## config.mk

```make
export PLATFORM = sky130hd
export DESIGN_NAME = ctrl_supervisor
export DESIGN_NICKNAME = d
export VERILOG_FILES = /design/src/ctrl_supervisor_pkg.sv /design/src/ctrl_supervisor.sv
export SDC_FILE = /design/constraint.sdc
export NUM_CORES = 2
export LEC_CHECK = 0
export ABC_AREA = 1
export CORE_ASPECT_RATIO = 1.25
export CORE_MARGIN = 4
export CORE_UTILIZATION = 55
export CTS_CLUSTER_DIAMETER = 30
export DETAILED_ROUTE_END_ITERATION = 8
export DONT_BUFFER_PORTS = 1
export GPL_TIMING_DRIVEN = 1
export PLACE_DENSITY_LB_ADDON = 0.05
export SKIP_LAST_GASP = 1
export SYNTH_ARGS = -nofsm -noshare
export SYNTH_HDL_FRONTEND = slang
export SYNTH_SLANG_ARGS = --single-unit
```

## constraint.sdc

```tcl
create_clock -name aclk -period 310.4 [get_ports aclk]
set_clock_uncertainty 0.2 [all_clocks]
set_input_delay 77.6 -clock aclk [delete_from_list [all_inputs] [get_ports aclk]]
set_output_delay 77.6 -clock aclk [all_outputs]
set_load 0.005 [all_outputs]
```

## src/ctrl_supervisor_pkg.sv

```systemverilog
package ctrl_supervisor_pkg;
  localparam int unsigned ADDR_W = 8;
  localparam logic [7:0] CTRL_OFS      = 8'h00;
  localparam logic [7:0] MANUAL_MV_OFS = 8'h04;
  localparam logic [7:0] SETPOINT_OFS  = 8'h08;
  localparam logic [7:0] PBAND_OFS     = 8'h0c;
  localparam logic [7:0] ITIME_OFS     = 8'h10;
  localparam logic [7:0] DTIME_OFS     = 8'h14;
  localparam logic [7:0] RT_LOW_OFS    = 8'h18;
  localparam logic [7:0] RT_HIGH_OFS   = 8'h1c;
  localparam logic [7:0] SAFE_OFS      = 8'h20;
  localparam logic [7:0] ALM1_SP_OFS   = 8'h24;
  localparam logic [7:0] ALM2_SP_OFS   = 8'h28;
  localparam logic [7:0] ALM_FUNC_OFS  = 8'h2c;
  localparam logic [7:0] CHAN_OFS      = 8'h30;
  localparam logic [7:0] LB_INT_OFS    = 8'h34;
  localparam logic [7:0] STATUS_OFS    = 8'h38;
  // control register fields
  localparam int unsigned CTRL_AUTO_BIT   = 0;
  localparam int unsigned CTRL_RANGE0_BIT = 1;
  localparam int unsigned CTRL_AFUNC_LSB  = 2;
  localparam int unsigned CTRL_BLOCK_LSB  = 4;
  localparam logic [31:0] CTRL_RESET      = 32'h0000_0030;
  localparam logic [31:0] CHAN_RESET      = 32'h0000_0000;
  localparam int unsigned ALM_FUNC_W      = 3;
  localparam int unsigned ALM_FUNC_STRIDE = 4;
  localparam int unsigned CHAN_SEL_W      = 3;
  localparam int unsigned CHAN_STRIDE     = 4;
  localparam int unsigned STAT_FAULT_BIT  = 3;
  localparam int unsigned STAT_ONOFF_BIT  = 4;
  localparam int unsigned STAT_MV_LSB     = 8;
  // analog output functions
  localparam logic [1:0] AOUT_CONTROL = 2'h0;
  localparam logic [1:0] AOUT_PV      = 2'h1;
  localparam logic [1:0] AOUT_SP      = 2'h2;
  // alarm functions
  localparam logic [2:0] ALM_OFF      = 3'h0;
  localparam logic [2:0] ALM_UNDER    = 3'h1;
  localparam logic [2:0] ALM_OVER     = 3'h2;
  localparam logic [2:0] ALM_DEV      = 3'h3;
  localparam logic [2:0] ALM_DEV_HIGH = 3'h4;
  localparam logic [2:0] ALM_OPEN     = 3'h5;
  // channel sources
  localparam logic [2:0] SRC_CONTROL  = 3'h0;
  localparam logic [2:0] SRC_ALARM1   = 3'h1;
  localparam logic [2:0] SRC_ALARM2   = 3'h2;
  localparam logic [2:0] SRC_EITHER   = 3'h3;
  localparam logic [2:0] SRC_LOOPBRK  = 3'h4;
  // levels
  localparam logic [6:0]  MV_FULL      = 7'h64;
  localparam logic [6:0]  MV_NONE      = 7'h00;
  localparam logic [14:0] UA_FULL      = 15'h4e20;
  localparam logic [14:0] UA_LIVE_ZERO = 15'h0fa0;
  localparam logic [1:0]  RESP_OKAY    = 2'h0;
  localparam logic [1:0]  RESP_SLVERR  = 2'h2;
  // timing
  localparam int unsigned CLK_HZ            = 20_000_000;
  localparam int unsigned MINUTE_S          = 60;
  localparam int unsigned CYCLES_PER_MINUTE = MINUTE_S * CLK_HZ;
  localparam int unsigned PWM_STEP_CYCLES   = 20_000;
endpackage

```

## src/ctrl_supervisor.sv

```systemverilog
`timescale 1ns/1ps
`default_nettype none
module ctrl_supervisor
  import ctrl_supervisor_pkg::*;
#(
  parameter int unsigned MINUTE_CYCLES = CYCLES_PER_MINUTE,
  parameter int unsigned STEP_CYCLES   = PWM_STEP_CYCLES,
  parameter int unsigned CHANNELS      = 4,
  parameter logic [15:0] PV_MOVE_DELTA = 16'h000a
) (
  // clock and reset
  input  wire logic                  aclk,
  input  wire logic                  aresetn,
  // axi4-lite write
  input  wire logic [ADDR_W-1:0]     awaddr,
  input  wire logic                  awvalid,
  output var  logic                  awready,
  input  wire logic [31:0]           wdata,
  input  wire logic [3:0]            wstrb,
  input  wire logic                  wvalid,
  output var  logic                  wready,
  output var  logic [1:0]            bresp,
  output var  logic                  bvalid,
  input  wire logic                  bready,
  // axi4-lite read
  input  wire logic [ADDR_W-1:0]     araddr,
  input  wire logic                  arvalid,
  output var  logic                  arready,
  output var  logic [31:0]           rdata,
  output var  logic [1:0]            rresp,
  output var  logic                  rvalid,
  input  wire logic                  rready,
  // process side
  input  wire logic signed [15:0]    pv,
  input  wire logic [6:0]            pid_mv,
  input  wire logic                  sensor_fault,
  // pid engine parameters
  output var  logic [15:0]           proportional_band,
  output var  logic [15:0]           integral_time,
  output var  logic [15:0]           derivative_time,
  // outputs
  output var  logic [CHANNELS-1:0]   channel_out,
  output var  logic [14:0]           analog_ua,
  output var  logic [6:0]            mv_percent,
  output var  logic                  loop_break_event
);

  function automatic logic [31:0] merge(input logic [31:0] old, input logic [31:0] d,
                                        input logic [3:0] s);
    logic [31:0] r;
    r = old;
    for (int b = 0; b < 4; b++) begin
      if (s[b]) begin
        r[8*b +: 8] = d[8*b +: 8];
      end
    end
    return r;
  endfunction

  function automatic logic [15:0] merge16(input logic [15:0] old, input logic [31:0] d,
                                          input logic [3:0] s);
    return 16'(merge({16'h0, old}, d, s));
  endfunction

  // registers
  logic [31:0]        ctrl;
  logic [6:0]         manual_mv;
  logic signed [15:0] setpoint;
  logic signed [15:0] retrans_low_limit;
  logic signed [15:0] retrans_high_limit;
  logic [6:0]         sensor_fault_output_level;
  logic signed [15:0] alarm_sp [2];
  logic [31:0]        alarm_func_reg;
  logic [31:0]        chan_reg;
  logic [15:0]        loop_break_interval;
  logic [1:0]         alarm_out;

  // bus handshake state
  logic               aw_have;
  logic               w_have;
  logic [ADDR_W-1:0]  waddr;
  logic [31:0]        wdata_q;
  logic [3:0]         wstrb_q;
  logic               aw_hs;
  logic               w_hs;
  logic               ar_hs;
  logic               do_write;
  logic               wr_ok;
  logic               rd_ok;
  logic [31:0]        rd_word;

  assign aw_hs    = awvalid & awready;
  assign w_hs     = wvalid & wready;
  assign ar_hs    = arvalid & arready;
  assign do_write = aw_have & w_have & ~bvalid;

  always_ff @(posedge aclk) begin
    if (!aresetn) begin
      aw_have <= 1'b0;
      awready <= 1'b0;
      waddr   <= '0;
    end else begin
      if (do_write) begin
        aw_have <= 1'b0;
      end else if (aw_hs) begin
        aw_have <= 1'b1;
        waddr   <= awaddr;
      end
      awready <= do_write | ~(aw_have | aw_hs);
    end
  end

  always_ff @(posedge aclk) begin
    if (!aresetn) begin
      w_have  <= 1'b0;
      wready  <= 1'b0;
      wdata_q <= '0;
      wstrb_q <= '0;
    end else begin
      if (do_write) begin
        w_have <= 1'b0;
      end else if (w_hs) begin
        w_have  <= 1'b1;
        wdata_q <= wdata;
        wstrb_q <= wstrb;
      end
      wready <= do_write | ~(w_have | w_hs);
    end
  end

  always_comb begin
    case (waddr)
      CTRL_OFS, MANUAL_MV_OFS, SETPOINT_OFS, PBAND_OFS, ITIME_OFS, DTIME_OFS,
      RT_LOW_OFS, RT_HIGH_OFS, SAFE_OFS, ALM1_SP_OFS, ALM2_SP_OFS, ALM_FUNC_OFS,
      CHAN_OFS, LB_INT_OFS: wr_ok = 1'b1;
      default:              wr_ok = 1'b0;
    endcase
  end

  always_ff @(posedge aclk) begin
    if (!aresetn) begin
      bvalid <= 1'b0;
      bresp  <= RESP_OKAY;
    end else if (do_write) begin
      bvalid <= 1'b1;
      bresp  <= wr_ok ? RESP_OKAY : RESP_SLVERR;
    end else if (bready) begin
      bvalid <= 1'b0;
    end
  end

  // register writes
  always_ff @(posedge aclk) begin
    if (!aresetn) begin
      ctrl                      <= CTRL_RESET;
      manual_mv                 <= MV_NONE;
      setpoint                  <= '0;
      proportional_band         <= '0;
      integral_time             <= '0;
      derivative_time           <= '0;
      retrans_low_limit         <= '0;
      retrans_high_limit        <= '0;
      sensor_fault_output_level <= MV_NONE;
      alarm_sp[0]               <= '0;
      alarm_sp[1]               <= '0;
      alarm_func_reg            <= '0;
      chan_reg                  <= CHAN_RESET;
      loop_break_interval       <= '0;
    end else if (do_write) begin
      case (waddr)
        CTRL_OFS:      ctrl <= merge(ctrl, wdata_q, wstrb_q);
        MANUAL_MV_OFS: manual_mv <= (wdata_q[6:0] > MV_FULL) ? MV_FULL : wdata_q[6:0];
        SETPOINT_OFS:  setpoint <= merge16(setpoint, wdata_q, wstrb_q);
        PBAND_OFS:     proportional_band <= merge16(proportional_band, wdata_q, wstrb_q);
        ITIME_OFS:     integral_time <= merge16(integral_time, wdata_q, wstrb_q);
        DTIME_OFS:     derivative_time <= merge16(derivative_time, wdata_q, wstrb_q);
        RT_LOW_OFS:    retrans_low_limit <= merge16(retrans_low_limit, wdata_q, wstrb_q);
        RT_HIGH_OFS:   retrans_high_limit <= merge16(retrans_high_limit, wdata_q, wstrb_q);
        SAFE_OFS:      sensor_fault_output_level <= (wdata_q[6:0] > MV_FULL) ? MV_FULL : wdata_q[6:0];
        ALM1_SP_OFS:   alarm_sp[0] <= merge16(alarm_sp[0], wdata_q, wstrb_q);
        ALM2_SP_OFS:   alarm_sp[1] <= merge16(alarm_sp[1], wdata_q, wstrb_q);
        ALM_FUNC_OFS:  alarm_func_reg <= merge(alarm_func_reg, wdata_q, wstrb_q);
        CHAN_OFS:      chan_reg <= merge(chan_reg, wdata_q, wstrb_q);
        LB_INT_OFS:    loop_break_interval <= merge16(loop_break_interval, wdata_q, wstrb_q);
        default: ;
      endcase
    end
  end

  // sensor fault pin synchroniser
  logic fault_meta;
  logic fault;
  always_ff @(posedge aclk) begin
    if (!aresetn) begin
      fault_meta <= 1'b0;
      fault      <= 1'b0;
    end else begin
      fault_meta <= sensor_fault;
      fault      <= fault_meta;
    end
  end

  // control value selection
  logic       auto_mode;
  logic       onoff;
  logic [6:0] pid_clamped;
  logic [6:0] safe_mv;
  logic [6:0] next_mv;
  assign auto_mode   = ctrl[CTRL_AUTO_BIT];
  assign onoff       = proportional_band == 16'h0000;
  assign pid_clamped = (pid_mv > MV_FULL) ? MV_FULL : pid_mv;
  assign safe_mv     = (auto_mode && onoff) ?
                       ((sensor_fault_output_level == MV_FULL) ? MV_FULL : MV_NONE) :
                       sensor_fault_output_level;

  always_comb begin
    if (fault) begin
      next_mv = safe_mv;
    end else if (!auto_mode) begin
      next_mv = manual_mv;
    end else if (onoff) begin
      next_mv = (pv < setpoint) ? MV_FULL : MV_NONE;
    end else begin
      next_mv = pid_clamped;
    end
  end

  always_ff @(posedge aclk) begin
    if (!aresetn) begin
      mv_percent <= MV_NONE;
    end else begin
      mv_percent <= next_mv;
    end
  end

  // time proportioning of mv onto the switching outputs
  logic [31:0] step_cnt;
  logic [6:0]  step;
  logic        ctrl_on;
  always_ff @(posedge aclk) begin
    if (!aresetn) begin
      step_cnt <= '0;
      step     <= '0;
    end else if (step_cnt >= STEP_CYCLES - 1) begin
      step_cnt <= '0;
      step     <= (step >= MV_FULL - 7'h01) ? 7'h00 : step + 7'h01;
    end else begin
      step_cnt <= step_cnt + 32'h1;
    end
  end
  assign ctrl_on = step < mv_percent;

  // analog output
  logic [14:0] ua_base;
  logic [31:0] ua_span;
  logic [31:0] num;
  logic [31:0] den;
  logic [31:0] frac;
  logic signed [16:0] rt_val;
  logic signed [16:0] rt_lo;
  logic signed [16:0] rt_hi;
  logic [14:0] next_ua;
  assign ua_base = ctrl[CTRL_RANGE0_BIT] ? 15'h0000 : UA_LIVE_ZERO;
  assign ua_span = {17'h0, UA_FULL - ua_base};

  always_comb begin
    rt_lo = 17'(retrans_low_limit);
    rt_hi = 17'(retrans_high_limit);
    rt_val = (ctrl[CTRL_AFUNC_LSB +: 2] == AOUT_SP) ? 17'(setpoint) : 17'(pv);
    if (rt_val < rt_lo) begin
      rt_val = rt_lo;
    end else if (rt_val > rt_hi) begin
      rt_val = rt_hi;
    end
    if (ctrl[CTRL_AFUNC_LSB +: 2] == AOUT_CONTROL) begin
      num = {25'h0, mv_percent} * ua_span;
      den = {25'h0, MV_FULL};
    end else begin
      num = 32'(rt_val - rt_lo) * ua_span;
      den = (rt_hi > rt_lo) ? 32'(rt_hi - rt_lo) : 32'h1;
    end
    frac = num / den;
    if (ctrl[CTRL_AFUNC_LSB +: 2] != AOUT_CONTROL && !(rt_hi > rt_lo)) begin
      frac = '0;
    end
    next_ua = ua_base + frac[14:0];
  end

  always_ff @(posedge aclk) begin
    if (!aresetn) begin
      analog_ua <= 15'h0000;
    end else begin
      analog_ua <= next_ua;
    end
  end

  // alarms
  logic func_write;
  assign func_write = do_write && waddr == ALM_FUNC_OFS;

  genvar a;
  generate
    for (a = 0; a < 2; a++) begin : g_alarm
      logic [2:0]         fn;
      logic signed [17:0] dev;
      logic signed [17:0] band;
      logic               cond;
      logic               armed;
      assign fn   = alarm_func_reg[a*ALM_FUNC_STRIDE +: ALM_FUNC_W];
      assign dev  = 18'(pv) - 18'(setpoint);
      assign band = 18'(alarm_sp[a]);

      always_comb begin
        case (fn)
          ALM_UNDER:    cond = pv < alarm_sp[a];
          ALM_OVER:     cond = (pv > alarm_sp[a]) | fault;
          ALM_DEV:      cond = (dev > band) | (-dev > band) | fault;
          ALM_DEV_HIGH: cond = (dev > band) | fault;
          ALM_OPEN:     cond = fault;
          default:      cond = 1'b0;
        endcase
      end

      always_ff @(posedge aclk) begin
        if (!aresetn) begin
          armed <= 1'b0;
        end else if (func_write) begin
          armed <= 1'b0;
        end else if (!ctrl[CTRL_BLOCK_LSB + a] || !cond) begin
          armed <= 1'b1;
        end
      end

      always_ff @(posedge aclk) begin
        if (!aresetn) begin
          alarm_out[a] <= 1'b0;
        end else if (fn == ALM_OPEN) begin
          alarm_out[a] <= fault;
        end else begin
          alarm_out[a] <= cond & armed & (fn != ALM_OFF);
        end
      end
    end
  endgenerate

  // loop break detection
  logic [31:0]        minute_cnt;
  logic [15:0]        minutes;
  logic signed [15:0] pv_ref;
  logic               saturated;
  logic               moved;
  logic               lb_idle;
  assign saturated = auto_mode && !fault && (mv_percent == MV_FULL || mv_percent == MV_NONE);
  assign moved = (mv_percent == MV_FULL) ? (pv >= pv_ref + $signed(PV_MOVE_DELTA)) :
                                           (pv <= pv_ref - $signed(PV_MOVE_DELTA));
  assign lb_idle = !saturated || moved || loop_break_interval == 16'h0000;

  always_ff @(posedge aclk) begin
    if (!aresetn) begin
      minute_cnt       <= '0;
      minutes          <= '0;
      pv_ref           <= '0;
      loop_break_event <= 1'b0;
    end else if (lb_idle) begin
      minute_cnt       <= '0;
      minutes          <= '0;
      pv_ref           <= pv;
      loop_break_event <= 1'b0;
    end else begin
      if (minute_cnt >= MINUTE_CYCLES - 1) begin
        minute_cnt <= '0;
        if (minutes != 16'hffff) begin
          minutes <= minutes + 16'h1;
        end
      end else begin
        minute_cnt <= minute_cnt + 32'h1;
      end
      if (minutes >= loop_break_interval) begin
        loop_break_event <= 1'b1;
      end
    end
  end

  // output channel routing
  genvar c;
  generate
    for (c = 0; c < CHANNELS; c++) begin : g_chan
      logic [2:0] sel;
      assign sel = chan_reg[c*CHAN_STRIDE +: CHAN_SEL_W];
      always_ff @(posedge aclk) begin
        if (!aresetn) begin
          channel_out[c] <= 1'b0;
        end else begin
          case (sel)
            SRC_CONTROL: channel_out[c] <= ctrl_on;
            SRC_ALARM1:  channel_out[c] <= alarm_out[0];
            SRC_ALARM2:  channel_out[c] <= alarm_out[1];
            SRC_EITHER:  channel_out[c] <= |alarm_out;
            SRC_LOOPBRK: channel_out[c] <= loop_break_event;
            default:     channel_out[c] <= 1'b0;
          endcase
        end
      end
    end
  endgenerate

  // register reads
  always_comb begin
    rd_ok   = 1'b1;
    rd_word = '0;
    case (araddr)
      CTRL_OFS:      rd_word = ctrl;
      MANUAL_MV_OFS: rd_word = {25'h0, manual_mv};
      SETPOINT_OFS:  rd_word = {16'h0, setpoint};
      PBAND_OFS:     rd_word = {16'h0, proportional_band};
      ITIME_OFS:     rd_word = {16'h0, integral_time};
      DTIME_OFS:     rd_word = {16'h0, derivative_time};
      RT_LOW_OFS:    rd_word = {16'h0, retrans_low_limit};
      RT_HIGH_OFS:   rd_word = {16'h0, retrans_high_limit};
      SAFE_OFS:      rd_word = {25'h0, sensor_fault_output_level};
      ALM1_SP_OFS:   rd_word = {16'h0, alarm_sp[0]};
      ALM2_SP_OFS:   rd_word = {16'h0, alarm_sp[1]};
      ALM_FUNC_OFS:  rd_word = alarm_func_reg;
      CHAN_OFS:      rd_word = chan_reg;
      LB_INT_OFS:    rd_word = {16'h0, loop_break_interval};
      STATUS_OFS: begin
        rd_word[1:0]                       = alarm_out;
        rd_word[2]                         = loop_break_event;
        rd_word[STAT_FAULT_BIT]            = fault;
        rd_word[STAT_ONOFF_BIT]            = auto_mode & onoff;
        rd_word[STAT_MV_LSB +: 7]          = mv_percent;
      end
      default:       rd_ok = 1'b0;
    endcase
  end

  always_ff @(posedge aclk) begin
    if (!aresetn) begin
      rvalid  <= 1'b0;
      arready <= 1'b0;
      rdata   <= '0;
      rresp   <= RESP_OKAY;
    end else begin
      if (ar_hs) begin
        rvalid <= 1'b1;
        rdata  <= rd_word;
        rresp  <= rd_ok ? RESP_OKAY : RESP_SLVERR;
      end else if (rready) begin
        rvalid <= 1'b0;
      end
      arready <= ~(ar_hs | (rvalid & ~rready));
    end
  end

endmodule // ctrl_supervisor
`default_nettype wire

```

Word-level counts from Yosys, hierarchy flattened --
Memories as Yosys holds them, arrays and structs flattened. A register that Yosys moved wholly into a read port is not among the register bits. Index checks and enable logic that the tools add are counted.
Cells by class: equal/unequal tests 57, mux-type cells 67, div/mod/pow operators 1, $mul 2, bitwise gates (word level) 33, add/subtract/negate cells 12, magnitude comparators 21, reduce and logical (&&, ||, !) cells 71
Operator list (count):
- one-hot mux 17 bit (12 select lines) | 1
- 2-to-1 mux 8 bit | 16
- equality test 8 x 6 -> 1 bit, second input constant | 13
- 2-to-1 mux 32 bit | 3
- one-hot mux 7 bit (13 select lines) | 1
- AND reduction 3 bit | 26
- one-hot mux 5 bit (15 select lines) | 1
- adder 32 x 1 -> 32 bit, second input constant | 2
- equality test 8 x 5 -> 1 bit, second input constant | 8
- 2-to-1 mux 7 bit | 9
- greater-than comparator 17 x 16 -> 1 bit | 3
- 2-to-1 mux 17 bit | 3
- greater-than comparator 16 bit | 3
- less-than comparator 16 bit | 3
- one-hot mux 3 bit (14 select lines) | 1
- equality test 3 x 2 -> 1 bit, second input constant | 12
- greater-than comparator 18 x 16 -> 1 bit | 2
- subtractor 16 x 16 -> 17 bit | 2
- divider 32 x 32 -> 32 bit | 1
- equality test 8 x 4 -> 1 bit, second input constant | 4
- >= comparator 16 bit | 2
- >= comparator 32 x 15 -> 1 bit, second input constant | 1
- >= comparator 32 x 31 -> 1 bit, second input constant | 1
- logical NOT 16 bit | 2
- other kinds (44) | 144
Storage, ports and cells: flip-flop bits (word level) 445, memory bits (writable) 32, output and inout port bits 116, memories kept 2, input port bits 83, bits in read-only memories 64
Memory list:
- (name not given) | depth 64, bits a word 1, rd ports 1, clocked after memory_dff 1, write ports 0, RTL line ctrl_supervisor.sv:132 | case (waddr)
- alarm_sp | depth 2, bits a word 16, rd ports 2, clocked after memory_dff 0, write ports 2, RTL line ctrl_supervisor.sv:72 | logic signed [15:0] alarm_sp [2];

Depth between registers and ports, before layout --
depth in word-level cells 11, depth in mapped cells 741, gate-level depth less buffers 731

Worst setup path after synthesis --
OpenSTA, ideal clock, no wires.
kind input-to-reg, from input pv[2], to register analog_ua[0], cell stages on the path 723, buffers on the path 13, data arrival time 160693 ps, path slack 149432 ps, required time 310126 ps, setup time 74 ps, cells stage by stage nand2_1 -> o21ai_0 -> ha_1 -> nand2_1 -> or2_2 -> a21oi_1 -> o21ai_0 -> nand2_1 -> a21oi_1 -> nor2_1 -> a211oi_1 -> o21a_1 -> o21ai_0 -> a21oi_1 -> nand2_1 -> a31oi_1 -> clkbuf_1 -> mux2i_1 -> [687 not listed] -> a21oi_1 -> o21ai_0 -> nand3_1 -> nand2_1 -> a31oi_1 -> o21ai_0 -> nand4_1 -> nand2_1 -> xor2_1 -> nand2_1 -> nand2_1 -> ha_1 -> nand4_1 -> nor4_1 -> inv_1 -> nor2_1 -> nor4_1 -> a31oi_1
On the way: word-level cells in the longest chain between the ends 10
RTL lines:
- start, declared | RTL line ctrl_supervisor.sv:34 | input wire logic signed [15:0] pv,
- 2-to-1 mux 17 bit * | RTL line ctrl_supervisor.sv:269 | rt_val = (ctrl[CTRL_AFUNC_LSB +: 2] == AOUT_SP) ? 17'(setpoint) : 17'(pv);
- greater-than comparator 17 x 16 -> 1 bit | RTL line ctrl_supervisor.sv:272 | end else if (rt_val > rt_hi) begin
- 2-to-1 mux 17 bit | RTL line ctrl_supervisor.sv:272
- 2-to-1 mux 17 bit * | RTL line ctrl_supervisor.sv:270 | if (rt_val < rt_lo) begin
- subtractor 17 x 16 -> 18 bit * | RTL line ctrl_supervisor.sv:279 | num = 32'(rt_val - rt_lo) * ua_span;
- multiplier 18 x 16 -> 32 bit * | RTL line ctrl_supervisor.sv:279
- 2-to-1 mux 32 bit * | RTL line ctrl_supervisor.sv:275 | if (ctrl[CTRL_AFUNC_LSB +: 2] == AOUT_CONTROL) begin
- divider 32 x 32 -> 32 bit * | RTL line ctrl_supervisor.sv:282 | frac = num / den;
- 2-to-1 mux 15 bit * | RTL line ctrl_supervisor.sv:283 | if (ctrl[CTRL_AFUNC_LSB +: 2] != AOUT_CONTROL && !(rt_hi > rt_lo)) begin
- adder 12 x 15 -> 15 bit * | RTL line ctrl_supervisor.sv:286 | next_ua = ua_base + frac[14:0];
- end signal, assigned | RTL line ctrl_supervisor.sv:293 | analog_ua <= next_ua;
- end, declared | RTL line ctrl_supervisor.sv:43 | output var logic [14:0] analog_ua,
Mark *: on every way between the ends. The rest lies on a longest branch, timed or not. A chain may end at the register's enable or synchronous reset.

Worst setup path in the final report --
from input pv[4], to register analog_ua[0]
Same word-level chain as after synthesis.

==> impl_metrics.json <==
{
  "status": "completed",
  "reg2reg_from": "ctrl[3]$_SDFFE_PN0P_",
  "drive_gt1_frac": 0.07355,
  "grt_max_degree": 298,
  "synth_area_um2": 60010,
  "crit_cells": 702,
  "cp.required_ns": 310.79,
  "synth_edf_count": 32,
  "fillers": 10590,
  "cts_buffers": 93,
  "syn_avg_cell_area_um2": 6.771,
  "drc_errors": 0,
  "track_usage": 0.3371,
  "antenna_found_initial": 3,
  "overflow": 0,
  "postRouteAntennaNets": 0,
  "cts-root-buf": "clkbuf_16",
  "syn_inst": 8862,
  "syn_to_final_growth_pct": 7.740,
  "dieArea_um2": 114500,
  "synth_flop_cell": "dfxtp_1",
  "gr-usage-met2": 0.5924,
  "ctsHoldBuffers": 0,
  "final_hold_viol_count": 0,
  "fp.dieH_um": 377.3,
  "grt_use_met1": 0.3746,
  "max_freq_ghz": 0.005539,
  "cts_tree": "done",
  "ys_top_cells_by_count": "1722 x nand2_1, 1355 x inv_1, 922 x a21oi_1, 916 x ha_1, 606 x nor2_1",
  "place_hpwl_um": 155300,
  "num_rows": 135,
  "dr.pass1.iters": 8,
  "vias": 58400,
  "ff_latch_area_um2": 9849,
  "grt_setup_unrepaired": "false",
  "reg2reg_slack_ns": 205.23,
  "fin_util": 0.5971,
  "async_reset_ff_frac": 0,
  "synth_seq_cells": 476,
  "synth_area_leader_cell": "ha_1",
  "dp.cells": 10170,
  "crit_arrival_ns": 180.94,
  "hold_path.class": "flip-flop to flip-flop",
  "cp_common_cell": "nand2_1",
  "port_buffers": 0,
  "yosys_warnings": 0,
  "cts_num_sinks": 476,
  "cp_max_fo": 44,
  "path_buf_inv": 111,
  "drv_slew": 0,
  "initial_utilization": 0.5542,
  "cpLargestDelayFamily": "compound AO/OA/AOI/OAI gates",
  "cts_resized": 0,
  "io_pins": 199,
  "max_stage_delay_ns": 0.77,
  "coreArea_um2": 108300,
  "post-route-min-period_ns": 180.55,
  "synth_top_area_share": 0.1910,
  "fin_tns_setup_ns": 0,
  "startpoint": "pv[4]",
  "fin_cells": 10340,
  "wl_per_cell_um": 19.06,
  "grt_pass1_vias": 56410,
  "worst_slack_ns": 129.85,
  "end_kind": "flip-flop",
  "synth-seq-area-share": 0.1641,
  "viasPerCell": 5.646,
  "gp_congestion": 1.034,
  "cts_htree_levels": 3,
  "cp-start-kind": "primary input",
  "drv_cap": 0,
  "critical_path_class": "primary input to flip-flop",
  "multi_input_area_um2": 43840,
  "crit_slowest_cell": "nand2_1",
  "r2r_end": "analog_ua[0]$_SDFF_PP0_",
  "nets": 9950,
  "setup_viol": 0,
  "grt-busiest-layer": "met2",
  "tightestPinTransition_ns": 1.237,
  "grt_first_pass_wirelength_um": 305700,
  "drt_iter0_drc": 3614,
  "maxSlewHeadroom": 0.1755,
  "synth_area_leaders": "ha_1 19%, dfxtp_1 15%, nand2_1 11%",
  "cts.path.max_buffers": 3,
  "yosysUniqueCellTypes": 82,
  "synth.most_common_cell": "nand2_1",
  "pre_cts_slack_ns": 130.06,
  "cts_setup_buffers": 0,
  "wl_um": 197100,
  "fin_crit_sh": 0.5817,
  "endpoint": "analog_ua[0]$_SDFF_PP0_",
  "reg2regPathDepth": 702,
  "clk_latency_ns": 0.73,
  "use_met3": 0.06127,
  "cts.reportedPaths.clkPinSlew_ns": 0.05,
  "dieWidth_um": 303.4
}
-- tightest hold or removal path: cells and delay by family (launching register included) --
kind	cells	cell delay (ns)
DFF	1	0.30
and+or+nand+nor	1	0.04
buffers and inverters	1	0.04
-- through the flow --
stage                     area [um^2]  hold WS [ns]
after CTS                       64650        0.2153
after global routing            64650        0.2361
after detailed placement        61260        0.2006
final                           64650        0.2155
after global placement          61260        0.2075
after floorplan                 60140        0.1905
-- metal layers --
layer  up-vias  part of all wire
met1     26690              0.39
met3       652             0.060
met4         2             0.074
met2      1710              0.48
met5         -          0.000066
li1      29340                 -
-- cell families (layout without fill, tap and decap cells) --
kind of cell,count (synthesis),after routing,share of synthesized area
simple gates,3092,3092,0.2223
compound gates,2153,2153,0.2061
buf+inv,1650,1658,0.1081
fa+ha+maj,1043,1043,0.2334
flops,476,476,0.1641
xor+xnor,418,418,0.06101
mux,28,28,0.004879
other cells,2,38,0.0001251
-- cells in the final DEF, fill, tap and decap left out, types with 30 or more instances in the layout --
master / count
a211oi_1: 32
a21o_1: 42
a21oi_1: 921
a21oi_2: 47
a221oi_1: 45
a31oi_1: 30
buf_4: 50
clkbuf_16: 93
conb_1: 37
dfxtp_1: 444
edfxtp_1: 32
fa_1: 127
ha_1: 916
inv_1: 1355
inv_2: 52
nand2_1: 1720
nand2_2: 79
nand3_1: 247
nand3_2: 30
nand4_1: 86
nor2_1: 604
nor3_1: 84
nor4_1: 41
o21ai_0: 600
o21ai_1: 112
o21ai_2: 47
o21bai_1: 62
o22ai_1: 39
or2_2: 106
xnor2_1: 196
xor2_1: 222
-- cell type report --
class,instances,area share
antenna,1,0.00003870
clock buffer,102,0.03760
clock inverter,74,0.01479
inverter,1432,0.08353
multi-input combinational,6771,0.6781
sequential,476,0.1523
tap,1438,0.02783
timing repair buffer,50,0.005806
-- worst min path at each step --
stage / from / endpoint / slack [ns] / cells after the start
final: fault_meta$_SDFF_PN0_ / fault$_SDFF_PN0_ / 0.22 / 2
after global routing: fault_meta$_SDFF_PN0_ / fault$_SDFF_PN0_ / 0.24 / 2
after CTS: fault_meta$_SDFF_PN0_ / fault$_SDFF_PN0_ / 0.22 / 2
after detailed placement: fault_meta$_SDFF_PN0_ / fault$_SDFF_PN0_ / 0.20 / 2
after global placement: fault_meta$_SDFF_PN0_ / fault$_SDFF_PN0_ / 0.21 / 2
after floorplan: fault_meta$_SDFF_PN0_ / fault$_SDFF_PN0_ / 0.19 / 2
Power is not shown: default switching activity piles up to over one toggle a cycle in this logic, so the estimate is an artifact.
